[config.mk]
export PLATFORM = sky130hd
export DESIGN_NAME = fhb_frame_header
export DESIGN_NICKNAME = d
export VERILOG_FILES = /design/src/fhb_pkg.sv /design/src/fhb_frame_header.sv
export SDC_FILE = /design/constraint.sdc
export NUM_CORES = 1
export LEC_CHECK = 0
export BUFFER_PORTS_ARGS = -buffer_cell sky130_fd_sc_hd__clkbuf_2
export CORE_ASPECT_RATIO = 0.7
export CORE_MARGIN = 1.5
export CORE_UTILIZATION = 53
export CTS_CLUSTER_SIZE = 8
export DETAILED_ROUTE_END_ITERATION = 6
export PLACE_DENSITY = 0.79
export SKIP_CTS_REPAIR_TIMING = 1
export SLEW_MARGIN = 20
export SYNTH_ARGS = -nofsm -noshare
export SYNTH_HDL_FRONTEND = slang
export SYNTH_SLANG_ARGS = --single-unit
[constraint.sdc]
create_clock -name mclk_i -period 1.85 [get_ports mclk_i]
set_input_delay 0.185 -clock mclk_i [delete_from_list [all_inputs] [get_ports mclk_i]]
set_output_delay 0.185 -clock mclk_i [all_outputs]
set_load 0.02 [all_outputs]
[src/fhb_pkg.sv]
package fhb_pkg;

  // Register byte offsets on the AXI4-Lite bus
  localparam logic [7:0] OFS_CTRL = 8'h00;
  localparam logic [7:0] OFS_DATA_FLD = 8'h04;
  localparam logic [7:0] OFS_ACK_FLD = 8'h08;
  localparam logic [7:0] OFS_STATUS = 8'h0C;
  localparam logic [7:0] OFS_HDR_LO = 8'h10;
  localparam logic [7:0] OFS_HDR_HI = 8'h14;
  localparam logic [7:0] OFS_RX_LO = 8'h18;
  localparam logic [7:0] OFS_RX_HI = 8'h1C;

  // Control register bit positions
  localparam int CTRL_TX_GO = 0;
  localparam int CTRL_RX_GO = 1;
  localparam int CTRL_VARIANT_B = 2;
  localparam int CTRL_IS_ACK = 3;
  localparam int CTRL_WIDE = 4;

  // Status register bit positions
  localparam int ST_BUSY = 0;
  localparam int ST_TX_DONE = 1;
  localparam int ST_RX_DONE = 2;
  localparam int ST_RX_ERR = 3;
  localparam int ST_ACK_REQ = 4;

  // Values after reset
  localparam logic [31:0] CTRL_RST = 32'h0000_0000;
  localparam logic [31:0] FLD_RST = 32'h0000_0000;

  // Header geometry and check polynomial
  localparam int HDR_BITS = 40;
  localparam int CRC_BITS = 28;
  localparam logic [4:0] CRC_INIT = 5'h1F;
  localparam logic [4:0] CRC_POLY = 5'h05;
  localparam logic [3:0] SYM_NARROW = 4'hD;
  localparam logic [3:0] SYM_WIDE = 4'hC;
  localparam logic [4:0] CNT_LAST = 5'h1B;

  // Delimiter codes
  localparam logic [2:0] DLM_NO_ACK = 3'h0;
  localparam logic [2:0] DLM_ACK_REQ = 3'h1;
  localparam logic [2:0] DLM_POS_ACK = 3'h2;
  localparam logic [2:0] DLM_NEG_ACK = 3'h3;

  // AXI4-Lite responses
  localparam logic [1:0] RESP_OKAY = 2'h0;
  localparam logic [1:0] RESP_SLVERR = 2'h2;

  // Master to slave
  typedef struct packed {
    logic [7:0] awaddr;
    logic awvalid;
    logic [31:0] wdata;
    logic [3:0] wstrb;
    logic wvalid;
    logic bready;
    logic [7:0] araddr;
    logic arvalid;
    logic rready;
  } fhb_axi_req_s;

  // Slave to master
  typedef struct packed {
    logic awready;
    logic wready;
    logic bvalid;
    logic [1:0] bresp;
    logic arready;
    logic rvalid;
    logic [31:0] rdata;
    logic [1:0] rresp;
  } fhb_axi_rsp_s;

  // Header handed to the modulator with its symbol settings
  typedef struct packed {
    logic [39:0] bits;
    logic [3:0] symbols;
    logic super_robust;
    logic coherent_bpsk;
    logic default_tones;
    logic pilot_en;
    logic ref_sym_en;
  } fhb_hdr_s;

endpackage
[src/fhb_frame_header.sv]
// Added by the designer: the placing of the registers and register access over AXI4-Lite.
`timescale 1ns/1ps
`default_nettype none

module fhb_frame_header (
  // Clock and reset
  input wire logic mclk_i,
  input wire logic rst_n_i,
  // Register bus
  input wire fhb_pkg::fhb_axi_req_s axi_req_i,
  output fhb_pkg::fhb_axi_rsp_s axi_rsp_o,
  // Modulator side
  output fhb_pkg::fhb_hdr_s hdr_o,
  output logic hdr_valid_o,
  // Receive side events
  output logic rx_hdr_err_o,
  output logic ack_needed_o
);

  // Engine states
  typedef enum logic [1:0] {ST_IDLE, ST_SHIFT, ST_FINISH} fhb_state_e;
  // One step of the serial check register
  function automatic logic [4:0] crc_step(input logic [4:0] crc, input logic din);
    logic fb;
    fb = crc[4] ^ din;
    crc_step = {crc[3:0], 1'b0} ^ (fb ? fhb_pkg::CRC_POLY : 5'h00);
  endfunction
  // Merge write data under byte strobes
  function automatic logic [31:0] merge(input logic [31:0] old, input logic [31:0] wd,
                                        input logic [3:0] strb);
    logic [31:0] res;
    res = old;
    for (int i = 0; i < 4; i++) begin
      if (strb[i]) begin
        res[i*8 +: 8] = wd[i*8 +: 8];
      end
    end
    merge = res;
  endfunction
  // Register state
  logic [31:0] ctrl_reg; // Mode bits, go bits self clear
  logic [31:0] data_fld_reg; // Data header fields
  logic [31:0] ack_fld_reg; // Acknowledgement fields
  logic [4:0] status_reg; // Sticky event flags
  logic [31:0] rx_lo_reg; // Received header bytes 0-3
  logic [7:0] rx_hi_reg; // Received header byte 4
  // Bus handshake state
  logic awready_reg, wready_reg, bvalid_reg, arready_reg, rvalid_reg;
  logic [1:0] bresp_reg, rresp_reg;
  logic [31:0] rdata_reg;
  logic [7:0] waddr_reg; // Address captured with the write
  logic [31:0] wdata_reg; // Data captured with the write
  logic [3:0] wstrb_reg; // Strobes captured with the write
  logic wr_pend_reg; // Write taken, register update next
  logic [7:0] raddr_reg; // Address captured with the read
  logic rd_pend_reg; // Read taken, data next
  // Engine state
  fhb_state_e state_reg;
  logic is_rx_reg; // Current pass checks a received header
  logic [27:0] shift_reg; // Bits still to feed
  logic [27:0] prefix_reg; // Covered bits kept for assembly
  logic [4:0] crc_reg; // Running remainder
  logic [4:0] cnt_reg; // Bits fed so far
  fhb_pkg::fhb_hdr_s hdr_reg;
  logic hdr_valid_reg;
  logic rx_err_reg;
  logic ack_needed_reg;
  // Write side decode
  logic wr_fire, wr_mapped, tx_start, rx_start;
  logic [31:0] wr_mask;
  logic [31:0] ctrl_now; // Control word as it stands once this cycle's write lands
  logic [27:0] tx_prefix;
  logic [5:0] tone_map;
  logic [4:0] evt_set;
  // Events raised by the engine this cycle
  logic fin_tx, fin_rx, rx_bad, rx_wants_ack;
  logic [4:0] rx_field;
  assign wr_fire = wr_pend_reg;
  assign wr_mask = {{8{wstrb_reg[3]}}, {8{wstrb_reg[2]}}, {8{wstrb_reg[1]}}, {8{wstrb_reg[0]}}};
  assign wr_mapped = (waddr_reg[7:2] <= fhb_pkg::OFS_RX_HI[7:2]) && (waddr_reg[1:0] == 2'h0);
  // Go bits are pulses; the engine ignores them while busy
  assign tx_start = wr_fire && (waddr_reg == fhb_pkg::OFS_CTRL) && wstrb_reg[0]
                    && wdata_reg[fhb_pkg::CTRL_TX_GO] && (state_reg == ST_IDLE);
  assign rx_start = wr_fire && (waddr_reg == fhb_pkg::OFS_CTRL) && wstrb_reg[0]
                    && wdata_reg[fhb_pkg::CTRL_RX_GO] && !wdata_reg[fhb_pkg::CTRL_TX_GO]
                    && (state_reg == ST_IDLE);
  // Mode bits written with the go bit must shape this very header, not the next one
  assign ctrl_now = (wr_fire && (waddr_reg == fhb_pkg::OFS_CTRL))
                    ? merge(ctrl_reg, wdata_reg, wstrb_reg) : ctrl_reg;
  // Build the 28 covered header bits from the field registers
  always_comb begin
    // One map bit per six-tone group, bit 0 lowest band
    tone_map = data_fld_reg[21:16];
    // Upper groups fall outside variant B spectrum
    if (ctrl_now[fhb_pkg::CTRL_VARIANT_B]) begin
      tone_map[5:3] = 3'h0;
    end
    if (ctrl_now[fhb_pkg::CTRL_IS_ACK]) begin
      // Check low, more-segments flag, check high
      // Only positive or negative codes can leave
      tx_prefix = {ack_fld_reg[7:0], ack_fld_reg[16], 7'h00, ack_fld_reg[15:8], 1'b0,
                   (ack_fld_reg[17] ? fhb_pkg::DLM_NEG_ACK : fhb_pkg::DLM_POS_ACK)};
    end else begin
      // Phase detect count in byte 0
      // Modulation type in byte 1 top bits
      // Length field counts symbols divided by four
      // Map sits in byte 2 low bits, reserved bits zero
      // Delimiter restricted to the two legal data codes
      tx_prefix = {data_fld_reg[7:0], data_fld_reg[9:8], data_fld_reg[15:10], 2'h0, tone_map,
                   data_fld_reg[22],
                   (data_fld_reg[23] ? fhb_pkg::DLM_ACK_REQ : fhb_pkg::DLM_NO_ACK)};
    end
  end
  // Engine completion decode
  assign fin_tx = (state_reg == ST_FINISH) && !is_rx_reg;
  assign fin_rx = (state_reg == ST_FINISH) && is_rx_reg;
  assign rx_field = {rx_hi_reg[7], rx_lo_reg[3:0]};
  // Receiver compares inverted remainder with the field
  assign rx_bad = (rx_field != ~crc_reg);
  // Data header with delimiter one needs an answer
  assign rx_wants_ack = !rx_bad && (rx_lo_reg[6:4] == fhb_pkg::DLM_ACK_REQ);
  assign evt_set = {fin_rx && rx_wants_ack, fin_rx && rx_bad, fin_rx, fin_tx, 1'b0};
  // Write address and data are taken together, once both are offered
  always_ff @(posedge mclk_i) begin
    if (!rst_n_i) begin
      awready_reg <= 1'b0;
      wready_reg <= 1'b0;
      wr_pend_reg <= 1'b0;
      waddr_reg <= 8'h00;
      wdata_reg <= 32'h0000_0000;
      wstrb_reg <= 4'h0;
    end else begin
      awready_reg <= 1'b0;
      wready_reg <= 1'b0;
      wr_pend_reg <= 1'b0;
      // Accept only while no response or update is outstanding
      if (axi_req_i.awvalid && axi_req_i.wvalid && !awready_reg && !wr_pend_reg
          && !bvalid_reg) begin
        awready_reg <= 1'b1;
        wready_reg <= 1'b1;
        wr_pend_reg <= 1'b1;
        waddr_reg <= axi_req_i.awaddr;
        wdata_reg <= axi_req_i.wdata;
        wstrb_reg <= axi_req_i.wstrb;
      end
    end
  end
  // Write response, one per write, held until bready
  always_ff @(posedge mclk_i) begin
    if (!rst_n_i) begin
      bvalid_reg <= 1'b0;
      bresp_reg <= fhb_pkg::RESP_OKAY;
    end else if (wr_fire) begin
      bvalid_reg <= 1'b1;
      bresp_reg <= wr_mapped ? fhb_pkg::RESP_OKAY : fhb_pkg::RESP_SLVERR;
    end else if (bvalid_reg && axi_req_i.bready) begin
      bvalid_reg <= 1'b0;
    end
  end
  // Software-written registers
  always_ff @(posedge mclk_i) begin
    if (!rst_n_i) begin
      ctrl_reg <= fhb_pkg::CTRL_RST;
      data_fld_reg <= fhb_pkg::FLD_RST;
      ack_fld_reg <= fhb_pkg::FLD_RST;
      rx_lo_reg <= fhb_pkg::FLD_RST;
      rx_hi_reg <= 8'h00;
    end else if (wr_fire) begin
      unique case (waddr_reg)
        fhb_pkg::OFS_CTRL: begin
          // Go bits never stay stored; they act only as pulses
          ctrl_reg <= merge(ctrl_reg, wdata_reg, wstrb_reg) & 32'h0000_001C;
        end
        fhb_pkg::OFS_DATA_FLD: begin
          data_fld_reg <= merge(data_fld_reg, wdata_reg, wstrb_reg) & 32'h00FF_FFFF;
        end
        fhb_pkg::OFS_ACK_FLD: begin
          ack_fld_reg <= merge(ack_fld_reg, wdata_reg, wstrb_reg) & 32'h0003_FFFF;
        end
        fhb_pkg::OFS_RX_LO: begin
          rx_lo_reg <= merge(rx_lo_reg, wdata_reg, wstrb_reg);
        end
        fhb_pkg::OFS_RX_HI: begin
          if (wstrb_reg[0]) begin
            rx_hi_reg <= wdata_reg[7:0];
          end
        end
        default: begin
          // Status is cleared elsewhere; read-only or unmapped, nothing stored
        end
      endcase
    end
  end
  // Sticky event flags, cleared by writing one; a new event wins
  always_ff @(posedge mclk_i) begin
    if (!rst_n_i) begin
      status_reg <= 5'h00;
    end else begin
      if (wr_fire && (waddr_reg == fhb_pkg::OFS_STATUS) && wstrb_reg[0]) begin
        status_reg <= (status_reg & ~(wdata_reg[4:0] & wr_mask[4:0])) | evt_set;
      end else begin
        status_reg <= status_reg | evt_set;
      end
    end
  end
  // Read channel, one read at a time
  always_ff @(posedge mclk_i) begin
    if (!rst_n_i) begin
      arready_reg <= 1'b0;
      rd_pend_reg <= 1'b0;
      raddr_reg <= 8'h00;
    end else begin
      arready_reg <= 1'b0;
      rd_pend_reg <= 1'b0;
      if (axi_req_i.arvalid && !arready_reg && !rd_pend_reg && !rvalid_reg) begin
        arready_reg <= 1'b1;
        rd_pend_reg <= 1'b1;
        raddr_reg <= axi_req_i.araddr;
      end
    end
  end
  // Read data mux; busy bit reflects live engine state, the other status bits the sticky flags
  always_ff @(posedge mclk_i) begin
    if (!rst_n_i) begin
      rvalid_reg <= 1'b0;
      rdata_reg <= 32'h0000_0000;
      rresp_reg <= fhb_pkg::RESP_OKAY;
    end else if (rd_pend_reg) begin
      rvalid_reg <= 1'b1;
      rresp_reg <= fhb_pkg::RESP_OKAY;
      unique case (raddr_reg)
        fhb_pkg::OFS_CTRL: rdata_reg <= ctrl_reg;
        fhb_pkg::OFS_DATA_FLD: rdata_reg <= data_fld_reg;
        fhb_pkg::OFS_ACK_FLD: rdata_reg <= ack_fld_reg;
        fhb_pkg::OFS_STATUS: rdata_reg <= {27'h0, status_reg[4:1], state_reg != ST_IDLE};
        fhb_pkg::OFS_HDR_LO: rdata_reg <= hdr_reg.bits[39:8];
        fhb_pkg::OFS_HDR_HI: rdata_reg <= {16'h0, 3'h0, hdr_reg.pilot_en, hdr_reg.ref_sym_en,
                                           hdr_reg.coherent_bpsk, hdr_reg.super_robust,
                                           hdr_reg.default_tones, hdr_reg.bits[7:0]};
        fhb_pkg::OFS_RX_LO: rdata_reg <= rx_lo_reg;
        fhb_pkg::OFS_RX_HI: rdata_reg <= {24'h0, rx_hi_reg};
        default: begin
          // Unmapped address answers zero with an error
          rdata_reg <= 32'h0000_0000;
          rresp_reg <= fhb_pkg::RESP_SLVERR;
        end
      endcase
    end else if (rvalid_reg && axi_req_i.rready) begin
      rvalid_reg <= 1'b0;
    end
  end
  // Serial check engine, shared by transmit and receive
  always_ff @(posedge mclk_i) begin
    if (!rst_n_i) begin
      state_reg <= ST_IDLE;
      is_rx_reg <= 1'b0;
      shift_reg <= 28'h000_0000;
      prefix_reg <= 28'h000_0000;
      crc_reg <= fhb_pkg::CRC_INIT;
      cnt_reg <= 5'h00;
    end else begin
      unique case (state_reg)
        ST_IDLE: begin
          // Transmit wins when both go bits are written together
          if (tx_start || rx_start) begin
            is_rx_reg <= rx_start;
            shift_reg <= rx_start ? rx_lo_reg[31:4] : tx_prefix;
            prefix_reg <= rx_start ? rx_lo_reg[31:4] : tx_prefix;
            crc_reg <= fhb_pkg::CRC_INIT;
            cnt_reg <= 5'h00;
            state_reg <= ST_SHIFT;
          end
        end
        ST_SHIFT: begin
          // One bit a cycle, byte 0 MSB first
          crc_reg <= crc_step(crc_reg, shift_reg[27]);
          shift_reg <= {shift_reg[26:0], 1'b0};
          cnt_reg <= cnt_reg + 5'h01;
          // Stop after the 28 covered bits
          if (cnt_reg == fhb_pkg::CNT_LAST) begin
            state_reg <= ST_FINISH;
          end
        end
        ST_FINISH: begin
          state_reg <= ST_IDLE;
        end
        default: state_reg <= ST_IDLE; // Unused code recovers to idle
      endcase
    end
  end
  // Assemble the header and symbol settings for the modulator
  always_ff @(posedge mclk_i) begin
    if (!rst_n_i) begin
      hdr_reg <= '0;
      hdr_valid_reg <= 1'b0;
    end else begin
      hdr_valid_reg <= fin_tx;
      if (fin_tx) begin
        // Low four check bits in byte 3, MSB in byte 4 bit 7
        // Six zero flush bits follow, byte 4 bit 0 zero too
        hdr_reg.bits <= {prefix_reg, ~crc_reg[3:0], ~crc_reg[4], 7'h00};
        // Narrow bandplans use thirteen header symbols
        // Wide bandplan uses twelve coherent binary symbols
        hdr_reg.symbols <= ctrl_reg[fhb_pkg::CTRL_WIDE] ? fhb_pkg::SYM_WIDE
                                                       : fhb_pkg::SYM_NARROW;
        hdr_reg.super_robust <= 1'b1;
        hdr_reg.coherent_bpsk <= ctrl_reg[fhb_pkg::CTRL_WIDE];
        // Header always on every unmasked carrier
        hdr_reg.default_tones <= 1'b1;
        // Wide header carries no pilots; narrow needs none here
        hdr_reg.pilot_en <= 1'b0;
        // Wide differential payload drops the reference symbols
        hdr_reg.ref_sym_en <= ctrl_reg[fhb_pkg::CTRL_WIDE] && data_fld_reg[22]
                              && !ctrl_reg[fhb_pkg::CTRL_IS_ACK];
      end
    end
  end
  // Receive outcome pulses toward the MAC
  always_ff @(posedge mclk_i) begin
    if (!rst_n_i) begin
      rx_err_reg <= 1'b0;
      ack_needed_reg <= 1'b0;
    end else begin
      rx_err_reg <= fin_rx && rx_bad;
      // Tell the MAC an acknowledgement header is owed
      ack_needed_reg <= fin_rx && rx_wants_ack;
    end
  end
  // Outputs straight from flops
  assign axi_rsp_o = '{awready: awready_reg, wready: wready_reg, bvalid: bvalid_reg,
                       bresp: bresp_reg, arready: arready_reg, rvalid: rvalid_reg,
                       rdata: rdata_reg, rresp: rresp_reg};
  assign hdr_o = hdr_reg;
  assign hdr_valid_o = hdr_valid_reg;
  assign rx_hdr_err_o = rx_err_reg;
  assign ack_needed_o = ack_needed_reg;

endmodule
`default_nettype wire

==> flow_summary_export.csv, run 1 <==
group,metric,value,unit
synthesis,synth_area,12700,sq um
clock_tree,tritoncts,"done",
setup_path,crit_slowest_cell,"or4b_4",
drt,final_antenna_net_count,0,
timing,period_needed,2.08,ns
place,dp_cells,1865,
drt,vias_per_cell,5.95,
setup_path,worstPathRequired,2.30,ns
synthesis,ys_types,69,
global_routing,grt_pass1_wl,58200,um
floorplanning,die_h,132,um
finish,drive_above_1_share,26.1,%
timing,setup_viol,89,
finish,layout.nets,1741,
timing,worst_slew_pin_slew,0.673,ns
power_and_ir_drop,p_int,10.6,mW
clock_tree,root_buffer,"clkbuf_16",
drt,wl,41500,um
synthesis,async_flop_share,0,%
clock_tree,clk_latency,0.53,ns
floorplanning,ioPinCount,152,
floorplanning,fp.coreArea,23500,sq um
drt,vias,11900,
floorplanning,dieWidth,188,um
drt,dr.pass1.iters,7,
outcome,violations,"negative hold slack, negative setup slack",
clock_tree,cts.sinks,288,
setup_path,path_delay_family,"simple AND/OR/NAND/NOR gates",
floorplanning,start_util,53.8,%
timing,rsz0062_at_grt,"true",
drt,post_drt_wl_per_cell,20.7,um
finish,stdcell_area,16600,sq um
timing,min_period_over_period,112,%
clock_tree,cts_buffers,41,
place,place_hpwl,26800,um
timing,timing.final.ws_setup,-0.230,ns
synthesis,yosys_warnings,0,
floorplanning,dieArea,24800,sq um
timing,maxSlewViolCount,0,
synthesis,ys_seq_elements,288,
synthesis,synthCells,1455,
finish,largest_reg_flops,37,
drt,drtIter0Drc,1402,
global_routing,antenna_found_initial,0,
finish,area_growth,31.4,%
drt,drc,0,
place,routabilityCongestion,0.948,
global_routing,grt_overflow,0,
synthesis,syn_area_per_cell,8.70,sq um
synthesis,yosysMostFrequentCell,"dfxtp_1",
setup_path,arrival,2.53,ns
power_and_ir_drop,clkPwrFrac,47.1,%
setup_path,cp-start-kind,"register",
min_path,min_path_type,"input port to register",
power_and_ir_drop,power.share.sequential,46.1,%
timing,hold_viol_final,3,
place,dpl_cell_area,14000,sq um
clock_tree,clk_pin_slew_worst_paths,0.05,ns
clock_tree,cts_buffer_depth,3,
power_and_ir_drop,vdd_drop_max,618,uV
finish,n_antenna_cell,0,
power_and_ir_drop,p_comb_share,6.8,%
synthesis,synth_top_area_share,45.5,%
setup_path,critPathMaxStageDelay,0.48,ns
outcome,status,"finished with violations",
synthesis,ys_seq_area_share,45.5,%
timing,whs,-0.0412,ns
setup_path,crit_path_end_kind,"register",
power_and_ir_drop,p_leak,6.52,nW
timing,timing.fmax,481,MHz
synthesis,synthTopCellsByArea,"dfxtp_1 46%, nand2_1 8.4%, a21boi_0 6.3%",
power_and_ir_drop,total_power,13.8,mW
setup_path,crit_chain,"buf_6, or4b_4, nor4_4, buf_4, and3_4, buf_12, nand3_1, o21ai_1",
clock_tree,cts_max_level,2,
global_routing,grtUsageTotal,29.8,%
timing,relSlewSlack,55.1,%
power_and_ir_drop,swShare,23.0,%
global_routing,grt_max_degree,76,
timing,skew,0.0256,ns
power_and_ir_drop,p_sw,3.18,mW
global_routing,grt_pass1_vias,10200,
job,cap_violations,0,
timing,fin_tns_setup,-10.50,ns
setup_path,path_class,"register to register",
setup_path,r2r_slack,-0.23,ns
synthesis,synth_top_area_cell,"dfxtp_1",
power_and_ir_drop,power_density,831,nW/um^2
finish,finalNonFillerCells,1999,
synthesis,synth_ff_type,"dfxtp_1",
setup_path,critical_path_buf_inv_count,3,
setup_path,cp_max_fo,8,
synthesis,synthTopCellsByCount,"288 x dfxtp_1, 285 x nand2_1, 107 x a21boi_0, 96 x clkbuf_1, 92 x o21ai_0",
synthesis,synth_edf_count,0,
place,port-buffer-count,140,
floorplanning,rows,47,
-- cell type report --
class	instances	area, sq um
well taps	318	398
inverters	13	48.8
clock inverters	1	16.3
repair buffers	312	2580
flip-flops and latches	288	5770
multi-input cells	1025	6770
clock buffers	42	1050
fillers	1755	6880
-- layout by cell type, fill, tap and decap left out, types with 7 or more instances in the layout --
| cell | instances |
|---|---|
| buf_12 | 14 |
| nor4_4 | 9 |
| o211a_1 | 12 |
| mux2i_1 | 66 |
| nand3_2 | 15 |
| buf_6 | 19 |
| nor3b_1 | 11 |
| a22oi_1 | 12 |
| a221o_1 | 10 |
| dfxtp_2 | 7 |
| nand2_2 | 14 |
| clkbuf_2 | 139 |
| o21a_1 | 13 |
| o21ai_1 | 14 |
| conb_1 | 11 |
| o21ai_0 | 75 |
| clkbuf_16 | 52 |
| nor3_1 | 21 |
| nand2_4 | 7 |
| nand2_1 | 262 |
| nor2b_1 | 42 |
| dfxtp_1 | 281 |
| a21boi_2 | 7 |
| buf_4 | 73 |
| o221a_2 | 8 |
| a21oi_1 | 33 |
| and2_1 | 18 |
| and2_4 | 10 |
| inv_1 | 13 |
| o22ai_1 | 15 |
| nand3_1 | 58 |
| a32o_1 | 8 |
| a21boi_0 | 86 |
| dlygate4sd3_1 | 52 |
| a21boi_1 | 15 |
| a21o_1 | 9 |
| nor2_1 | 38 |
-- final timing paths --
check	from	endpoint	cells past startpoint
min	axi_req_i[17]	wdata_reg[1]$_SDFFE_PN0P_	3
min reg2reg	rdata_reg[23]$_SDFFE_PN0P_	rdata_reg[23]$_SDFFE_PN0P_	2
max	wr_fire$_SDFF_PN0_	rx_lo_reg[10]$_SDFFE_PN0P_	8
max reg2reg	wr_fire$_SDFF_PN0_	rx_lo_reg[10]$_SDFFE_PN0P_	8
-- power by group through the flow --
| stage | combinational [mW] | sequential, mW | clock [mW] |
|---|---|---|---|
| floorplan | 0.513 | 6.45 | 0 |
| global placement | 0.754 | 6.48 | 0 |
| detailed placement | 0.763 | 6.48 | 0 |
| CTS | 0.767 | 6.36 | 6.55 |
| global route | 0.999 | 6.37 | 6.80 |
| finish | 0.938 | 6.37 | 6.52 |
-- worst min-delay path, cell delays in order --
cell and delay [ns]:
clkbuf_2 0.08, nand2_1 0.07, a21boi_0 0.08
-- cells by family after synthesis --
kind of cell | Yosys count | share of synthesized area [%]
AO/OA/AOI/OAI | 366 | 20.1
XOR/XNOR | 7 | 0.484
adder cells (fa/ha/maj) | 1 | 0.0988
buffers and inverters | 152 | 5.41
flip-flops | 288 | 45.5
multiplexers | 71 | 5.84
other | 1 | 0.0296
AND/OR/NAND/NOR | 569 | 22.5
-- per-layer routing --
layer / share of wire, % / wire (um) / global-route usage, % / vias to the layer above
li1: - / - / - / 5490
met1: 44 / 18400 / 46.3 / 5585
met2: 40 / 16500 / 38.1 / 725
met3: 14 / 5670 / 10.7 / 88
met4: 2.0 / 827 / 6.98 / 0
met5: 0 / 0 / 0 / -
-- metrics by stage --
stage	util (%)	setup slack [ns]
6_report	70.7	-0.230
4_1_cts	63.9	-0.263
3_3_place_gp	59.3	-0.168
3_5_place_dp	59.3	-0.244
2_1_floorplan	-	-0.152
5_1_grt	70.7	-0.284
Note: power is estimated with default switching activity, not from simulation.
==> run 2, diff against run 1 <==
--- a/config.mk
+++ b/config.mk
@@ -13,6 +13,7 @@
 export DETAILED_ROUTE_END_ITERATION = 6
 export PLACE_DENSITY = 0.79
 export SKIP_CTS_REPAIR_TIMING = 1
+export SKIP_LAST_GASP = 1
 export SLEW_MARGIN = 20
 export SYNTH_ARGS = -nofsm -noshare
 export SYNTH_HDL_FRONTEND = slang
==> flow_summary_export.csv, run 2 (synthesis gave the netlist of run 1 again) <==
group,metric,value,unit
finish,layout_common_cells,"281 x dfxtp_1, 262 x nand2_1, 139 x clkbuf_2",
setup_path,cp_max_fo,8,
floorplanning,start_util,53.8,%
drt,drc,0,
timing,setup_viol,88,
clock_tree,cts_max_level,2,
setup_path,arrival,2.53,ns
finish,layout.nets,1741,
global_routing,grt_pass1_wl,58200,um
clock_tree,cts_buffer_depth,3,
timing,whs,-0.0351,ns
timing,rsz0062_at_grt,"true",
clock_tree,clk_pin_slew_worst_paths,0.05,ns
timing,worst_slew_pin_slew,0.658,ns
finish,largest_reg_flops,37,
place,port-buffer-count,140,
setup_path,critPathMaxStageDelay,0.48,ns
finish,n_antenna_cell,0,
finish,stdcell_area,16600,sq um
min_path,min_path_type,"input port to register",
drt,vias_per_cell,5.96,
setup_path,cp-start-kind,"register",
timing,hold_viol_final,2,
place,routabilityCongestion,0.948,
floorplanning,die_h,132,um
setup_path,worstPathRequired,2.30,ns
setup_path,path_delay_family,"simple AND/OR/NAND/NOR gates",
place,place_hpwl,26800,um
global_routing,grt_pass1_vias,10200,
setup_path,path_class,"register to register",
drt,final_antenna_net_count,0,
drt,drtIter0Drc,1353,
drt,vias,11900,
clock_tree,root_buffer,"clkbuf_16",
finish,final_common_cell,"dfxtp_1",
setup_path,critical_path_buf_inv_count,3,
finish,area_growth,31.3,%
global_routing,grtUsageTotal,29.8,%
timing,relSlewSlack,56.2,%
place,dpl_cell_area,14000,sq um
floorplanning,fp.coreArea,23500,sq um
power_and_ir_drop,vdd_drop_max,617,uV
floorplanning,dieArea,24800,sq um
outcome,status,"finished with violations",
clock_tree,clk_latency,0.53,ns
clock_tree,tritoncts,"done",
global_routing,grt_overflow,0,
floorplanning,ioPinCount,152,
setup_path,crit_path_end_kind,"register",
floorplanning,dieWidth,188,um
drt,wl,41300,um
finish,drive_above_1_share,25.7,%
global_routing,antenna_found_initial,0,
floorplanning,rows,47,
outcome,violations,"negative hold slack, negative setup slack",
clock_tree,cts.sinks,288,
timing,maxSlewViolCount,0,
job,cap_violations,0,
drt,dr.pass1.iters,6,
timing,timing.fmax,479,MHz
power_and_ir_drop,p_leak,6.51,nW
setup_path,r2r_slack,-0.24,ns
place,dp_cells,1865,
clock_tree,cts_buffers,41,
timing,skew,0.0290,ns
finish,finalNonFillerCells,1999,
setup_path,crit_slowest_cell,"or4b_4",
drt,post_drt_wl_per_cell,20.7,um
timing,min_period_over_period,113,%
power_and_ir_drop,power_density,831,nW/um^2
global_routing,grt_max_degree,76,
timing,period_needed,2.09,ns
setup_path,crit_chain,"buf_6, or4b_4, nor4_4, buf_4, and3_4, buf_12, nand3_1, o21ai_1",
timing,timing.final.ws_setup,-0.236,ns
==> run 2: changes by cell type in the layout (fill, tap and decap cells not counted) <==
cell / change
and2_4: -5
nand3_2: -1
a21oi_1: +1
and2_1: +5
nand3_1: +1
a21oi_2: -1
==> run 2: final timing paths <==
| check | cells past startpoint | end | from |
|---|---|---|---|
| worst max-delay path | 8 | rx_lo_reg[15]$_SDFFE_PN0P_ | wr_fire$_SDFF_PN0_ |
| worst min-delay path | 3 | wdata_reg[1]$_SDFFE_PN0P_ | axi_req_i[17] |
| worst max register to register | 8 | rx_lo_reg[15]$_SDFFE_PN0P_ | wr_fire$_SDFF_PN0_ |
| worst min register to register | 2 | rdata_reg[23]$_SDFFE_PN0P_ | rdata_reg[23]$_SDFFE_PN0P_ |
==> run 2: layout make-up <==
type                            count  area [sq um]
Sequential cell                   288          5770
Multi-Input combinational cell   1025          6750
Fill cell                        1749          6900
Timing Repair Buffer              312          2580
Tap cell                          318           398
Inverter                           13          48.8
Clock buffer                       42          1050
Clock inverter                      1          16.3
==> run 2: worst min-delay path, stage by stage <==
cell,delay (ns)
clkbuf_2,0.08
nand2_1,0.07
a21boi_0,0.08
==> run 2: power by group <==
part           internal (mW)  switching (mW)  total (mW)  leakage [nW]
clock network           3.96            2.55        6.51         0.524
logic                  0.401           0.534       0.936          3.66
registers               6.29          0.0840        6.37          2.33
total                   10.6            3.17        13.8          6.51
==> run 2: stage by stage <==
stage | TNS [ns] | hold slack (ns) | total power, mW | setup WS (ns) | utilization [%]
after CTS | -12.39 | -0.104 | 13.7 | -0.263 | 63.9
after detailed placement | -11.20 | 0.427 | 7.24 | -0.244 | 59.3
final | -10.28 | -0.0351 | 13.8 | -0.236 | 70.7
after global placement | -6.63 | 0.425 | 7.23 | -0.168 | 59.3
after global routing | -16.33 | -0.0000863 | 14.2 | -0.286 | 70.7
after floorplan | -2.93 | 0.330 | 6.96 | -0.152 | -
==> run 2: per-layer routing <==
| layer | routed length, um | track usage [%] | vias to the layer above |
|---|---|---|---|
| met5 | 0 | 0 | - |
| met4 | 746 | 6.98 | 0 |
| met3 | 5400 | 10.7 | 78 |
| met2 | 16500 | 38.1 | 715 |
| met1 | 18700 | 46.3 | 5638 |
| li1 | - | - | 5489 |
==> run 3, diff against run 2 <==
--- a/config.mk
+++ b/config.mk
@@ -8,10 +8,10 @@
 export BUFFER_PORTS_ARGS = -buffer_cell sky130_fd_sc_hd__clkbuf_2
 export CORE_ASPECT_RATIO = 0.7
 export CORE_MARGIN = 1.5
-export CORE_UTILIZATION = 53
+export CORE_UTILIZATION = 58
 export CTS_CLUSTER_SIZE = 8
 export DETAILED_ROUTE_END_ITERATION = 6
-export PLACE_DENSITY = 0.79
+export PLACE_DENSITY = 0.82
 export SKIP_CTS_REPAIR_TIMING = 1
 export SKIP_LAST_GASP = 1
 export SLEW_MARGIN = 20
==> constraint.sdc (replaced) <==
create_clock -name mclk_i -period 2 [get_ports mclk_i]
set_input_delay 0.2 -clock mclk_i [delete_from_list [all_inputs] [get_ports mclk_i]]
set_output_delay 0.2 -clock mclk_i [all_outputs]
set_load 0.02 [all_outputs]
==> flow_summary_export.csv, run 3 (synthesis gave the netlist of run 1 again) <==
group,metric,value,unit
drt,wl,37400,um
setup_path,critPathCapture,"shift_reg[13]$_SDFFE_PN0P_",
timing,worst_slew_pin_slew,0.683,ns
floorplanning,start_util,58.7,%
floorplanning,dieWidth,180,um
floorplanning,ioPinCount,152,
setup_path,reg2regPathDepth,6,
setup_path,worstReg2RegStart,"waddr_reg[3]$_SDFFE_PN0P_",
setup_path,path_class,"register to register",
setup_path,crit_slowest_cell,"dfxtp_1",
place,port-buffer-count,140,
setup_path,path_delay_family,"compound AO/OA/AOI/OAI gates",
setup_path,critical_path_buf_inv_count,1,
drt,post_drt_wl_per_cell,19.6,um
timing,hold_viol_final,2,
floorplanning,die_h,127,um
outcome,status,"finished with violations",
job,cap_violations,0,
drt,drtIter0Drc,1441,
global_routing,grtUsageTotal,31.8,%
global_routing,antenna_found_initial,1,
min_path,worst_hold_startpoint,"axi_req_i[4]",
setup_path,timing.rr.end,"shift_reg[13]$_SDFFE_PN0P_",
floorplanning,dieArea,22700,sq um
setup_path,cp-start-kind,"register",
place,routabilityCongestion,0.943,
power_and_ir_drop,p_leak,6.04,nW
finish,finalNonFillerCells,1907,
setup_path,cp-startpoint,"waddr_reg[3]$_SDFFE_PN0P_",
timing,min_period_over_period,96.6,%
power_and_ir_drop,vdd_drop_max,594,uV
clock_tree,clk_latency,0.52,ns
setup_path,r2r_slack,0.07,ns
finish,stdcell_area,15400,sq um
setup_path,crit_chain,"nor4b_4, o211ai_2, or2_4, buf_12, a32o_1, a221o_1",
finish,final_util,71.4,%
finish,layout_common_cells,"286 x dfxtp_1, 282 x nand2_1, 139 x clkbuf_2",
clock_tree,clk_pin_slew_worst_paths,0.05,ns
setup_path,cp_max_fo,31,
place,dpl_cell_area,13800,sq um
place,dp_cells,1815,
setup_path,critPathMaxStageDelay,0.33,ns
timing,skew,0.0174,ns
floorplanning,rows,45,
power_and_ir_drop,power_density,826,nW/um^2
timing,period_needed,1.93,ns
floorplanning,fp.coreArea,21600,sq um
clock_tree,root_buffer,"clkbuf_16",
timing,relSlewSlack,54.5,%
finish,area_growth,21.6,%
clock_tree,tritoncts,"done",
clock_tree,cts_buffer_depth,3,
finish,largest_reg_flops,37,
clock_tree,cts_buffers,41,
min_path,min_path_type,"input port to register",
drt,vias_per_cell,6.05,
global_routing,grt_max_degree,101,
setup_path,worstPathRequired,2.40,ns
setup_path,crit_path_end_kind,"register",
timing,setup_viol,0,
outcome,violations,"negative hold slack",
global_routing,grt_overflow,0,
place,place_hpwl,25800,um
global_routing,grt_pass1_wl,57200,um
timing,timing.fmax,517,MHz
finish,n_antenna_cell,0,
finish,final_common_cell,"dfxtp_1",
clock_tree,cts.sinks,288,
setup_path,arrival,2.33,ns
drt,drc,0,
timing,maxSlewViolCount,0,
finish,drive_above_1_share,18.6,%
drt,final_antenna_net_count,0,
global_routing,grt_pass1_vias,10300,
finish,layout.nets,1684,
timing,whs,-0.0333,ns
drt,dr.pass1.iters,5,
clock_tree,cts_max_level,2,
drt,vias,11500,
setup_path,crit_cells,6,
[run 3: cell count changes in the layout (fill, tap and decap cells not counted), moves of 11 or more]
cell,change
nand3_1,+16
nand2_2,-11
buf_4,-16
a21boi_0,+21
nand2_1,+20
o21ai_0,+17
buf_6,-17
a21boi_1,-14
nand3_2,-13
o21ai_1,-14
[run 3: final cells by class]
class / instances / area (sq um)
multi-input combinational: 1025 / 6330
fill: 1589 / 6160
sequential: 288 / 5770
timing repair buffer: 255 / 1820
clock buffer: 43 / 1080
tap: 282 / 353
inverter: 13 / 48.8
clock inverter: 1 / 8.76
[run 3: how the worst min path moves through the flow]
stage                     depth (start not counted)                    endpoint  slack (ns)
after floorplan                                   2  wdata_reg[25]$_SDFFE_PN0P_        0.34
after global placement                            2   rdata_reg[8]$_SDFFE_PN0P_        0.43
after detailed placement                          3  wdata_reg[22]$_SDFFE_PN0P_        0.44
after CTS                                         3  wdata_reg[10]$_SDFFE_PN0P_        -0.1
after global routing                              3  wdata_reg[28]$_SDFFE_PN0P_       0.003
final                                             3   raddr_reg[2]$_SDFFE_PN0P_       -0.03
[run 3: layer usage]
layer	vias to the layer above	wire (um)	global-route usage (%)
li1	5386	-	-
met1	5358	16600	47.7
met2	719	14500	42.1
met3	80	5500	11.5
met4	0	750	9.02
met5	-	0	0
[run 3: worst reg2reg max path: cells and delay by family (launching register included)]
family	cells	cell delay, ns
simple gates	2	0.62
buf+inv	1	0.19
flops	1	0.33
compound gates	3	0.68
[run 3: metrics by stage]
step                      setup TNS, ns  power, mW  worst slack (ns)  hold WS (ns)
final                                 0       12.7            0.0674       -0.0333
after floorplan                -0.00953       6.44          -0.00382         0.345
after CTS                        -0.340       12.7           -0.0632       -0.0983
after global routing          -0.000334       13.1         -0.000256       0.00254
after global placement                0       6.66           0.00301         0.429
after detailed placement         -0.242       6.67           -0.0496         0.441
[run 3: power breakdown]
part	switching, mW	internal (mW)
sequential	0.0696	5.81
clock	2.33	3.74
combinational	0.455	0.321
total	2.85	9.88
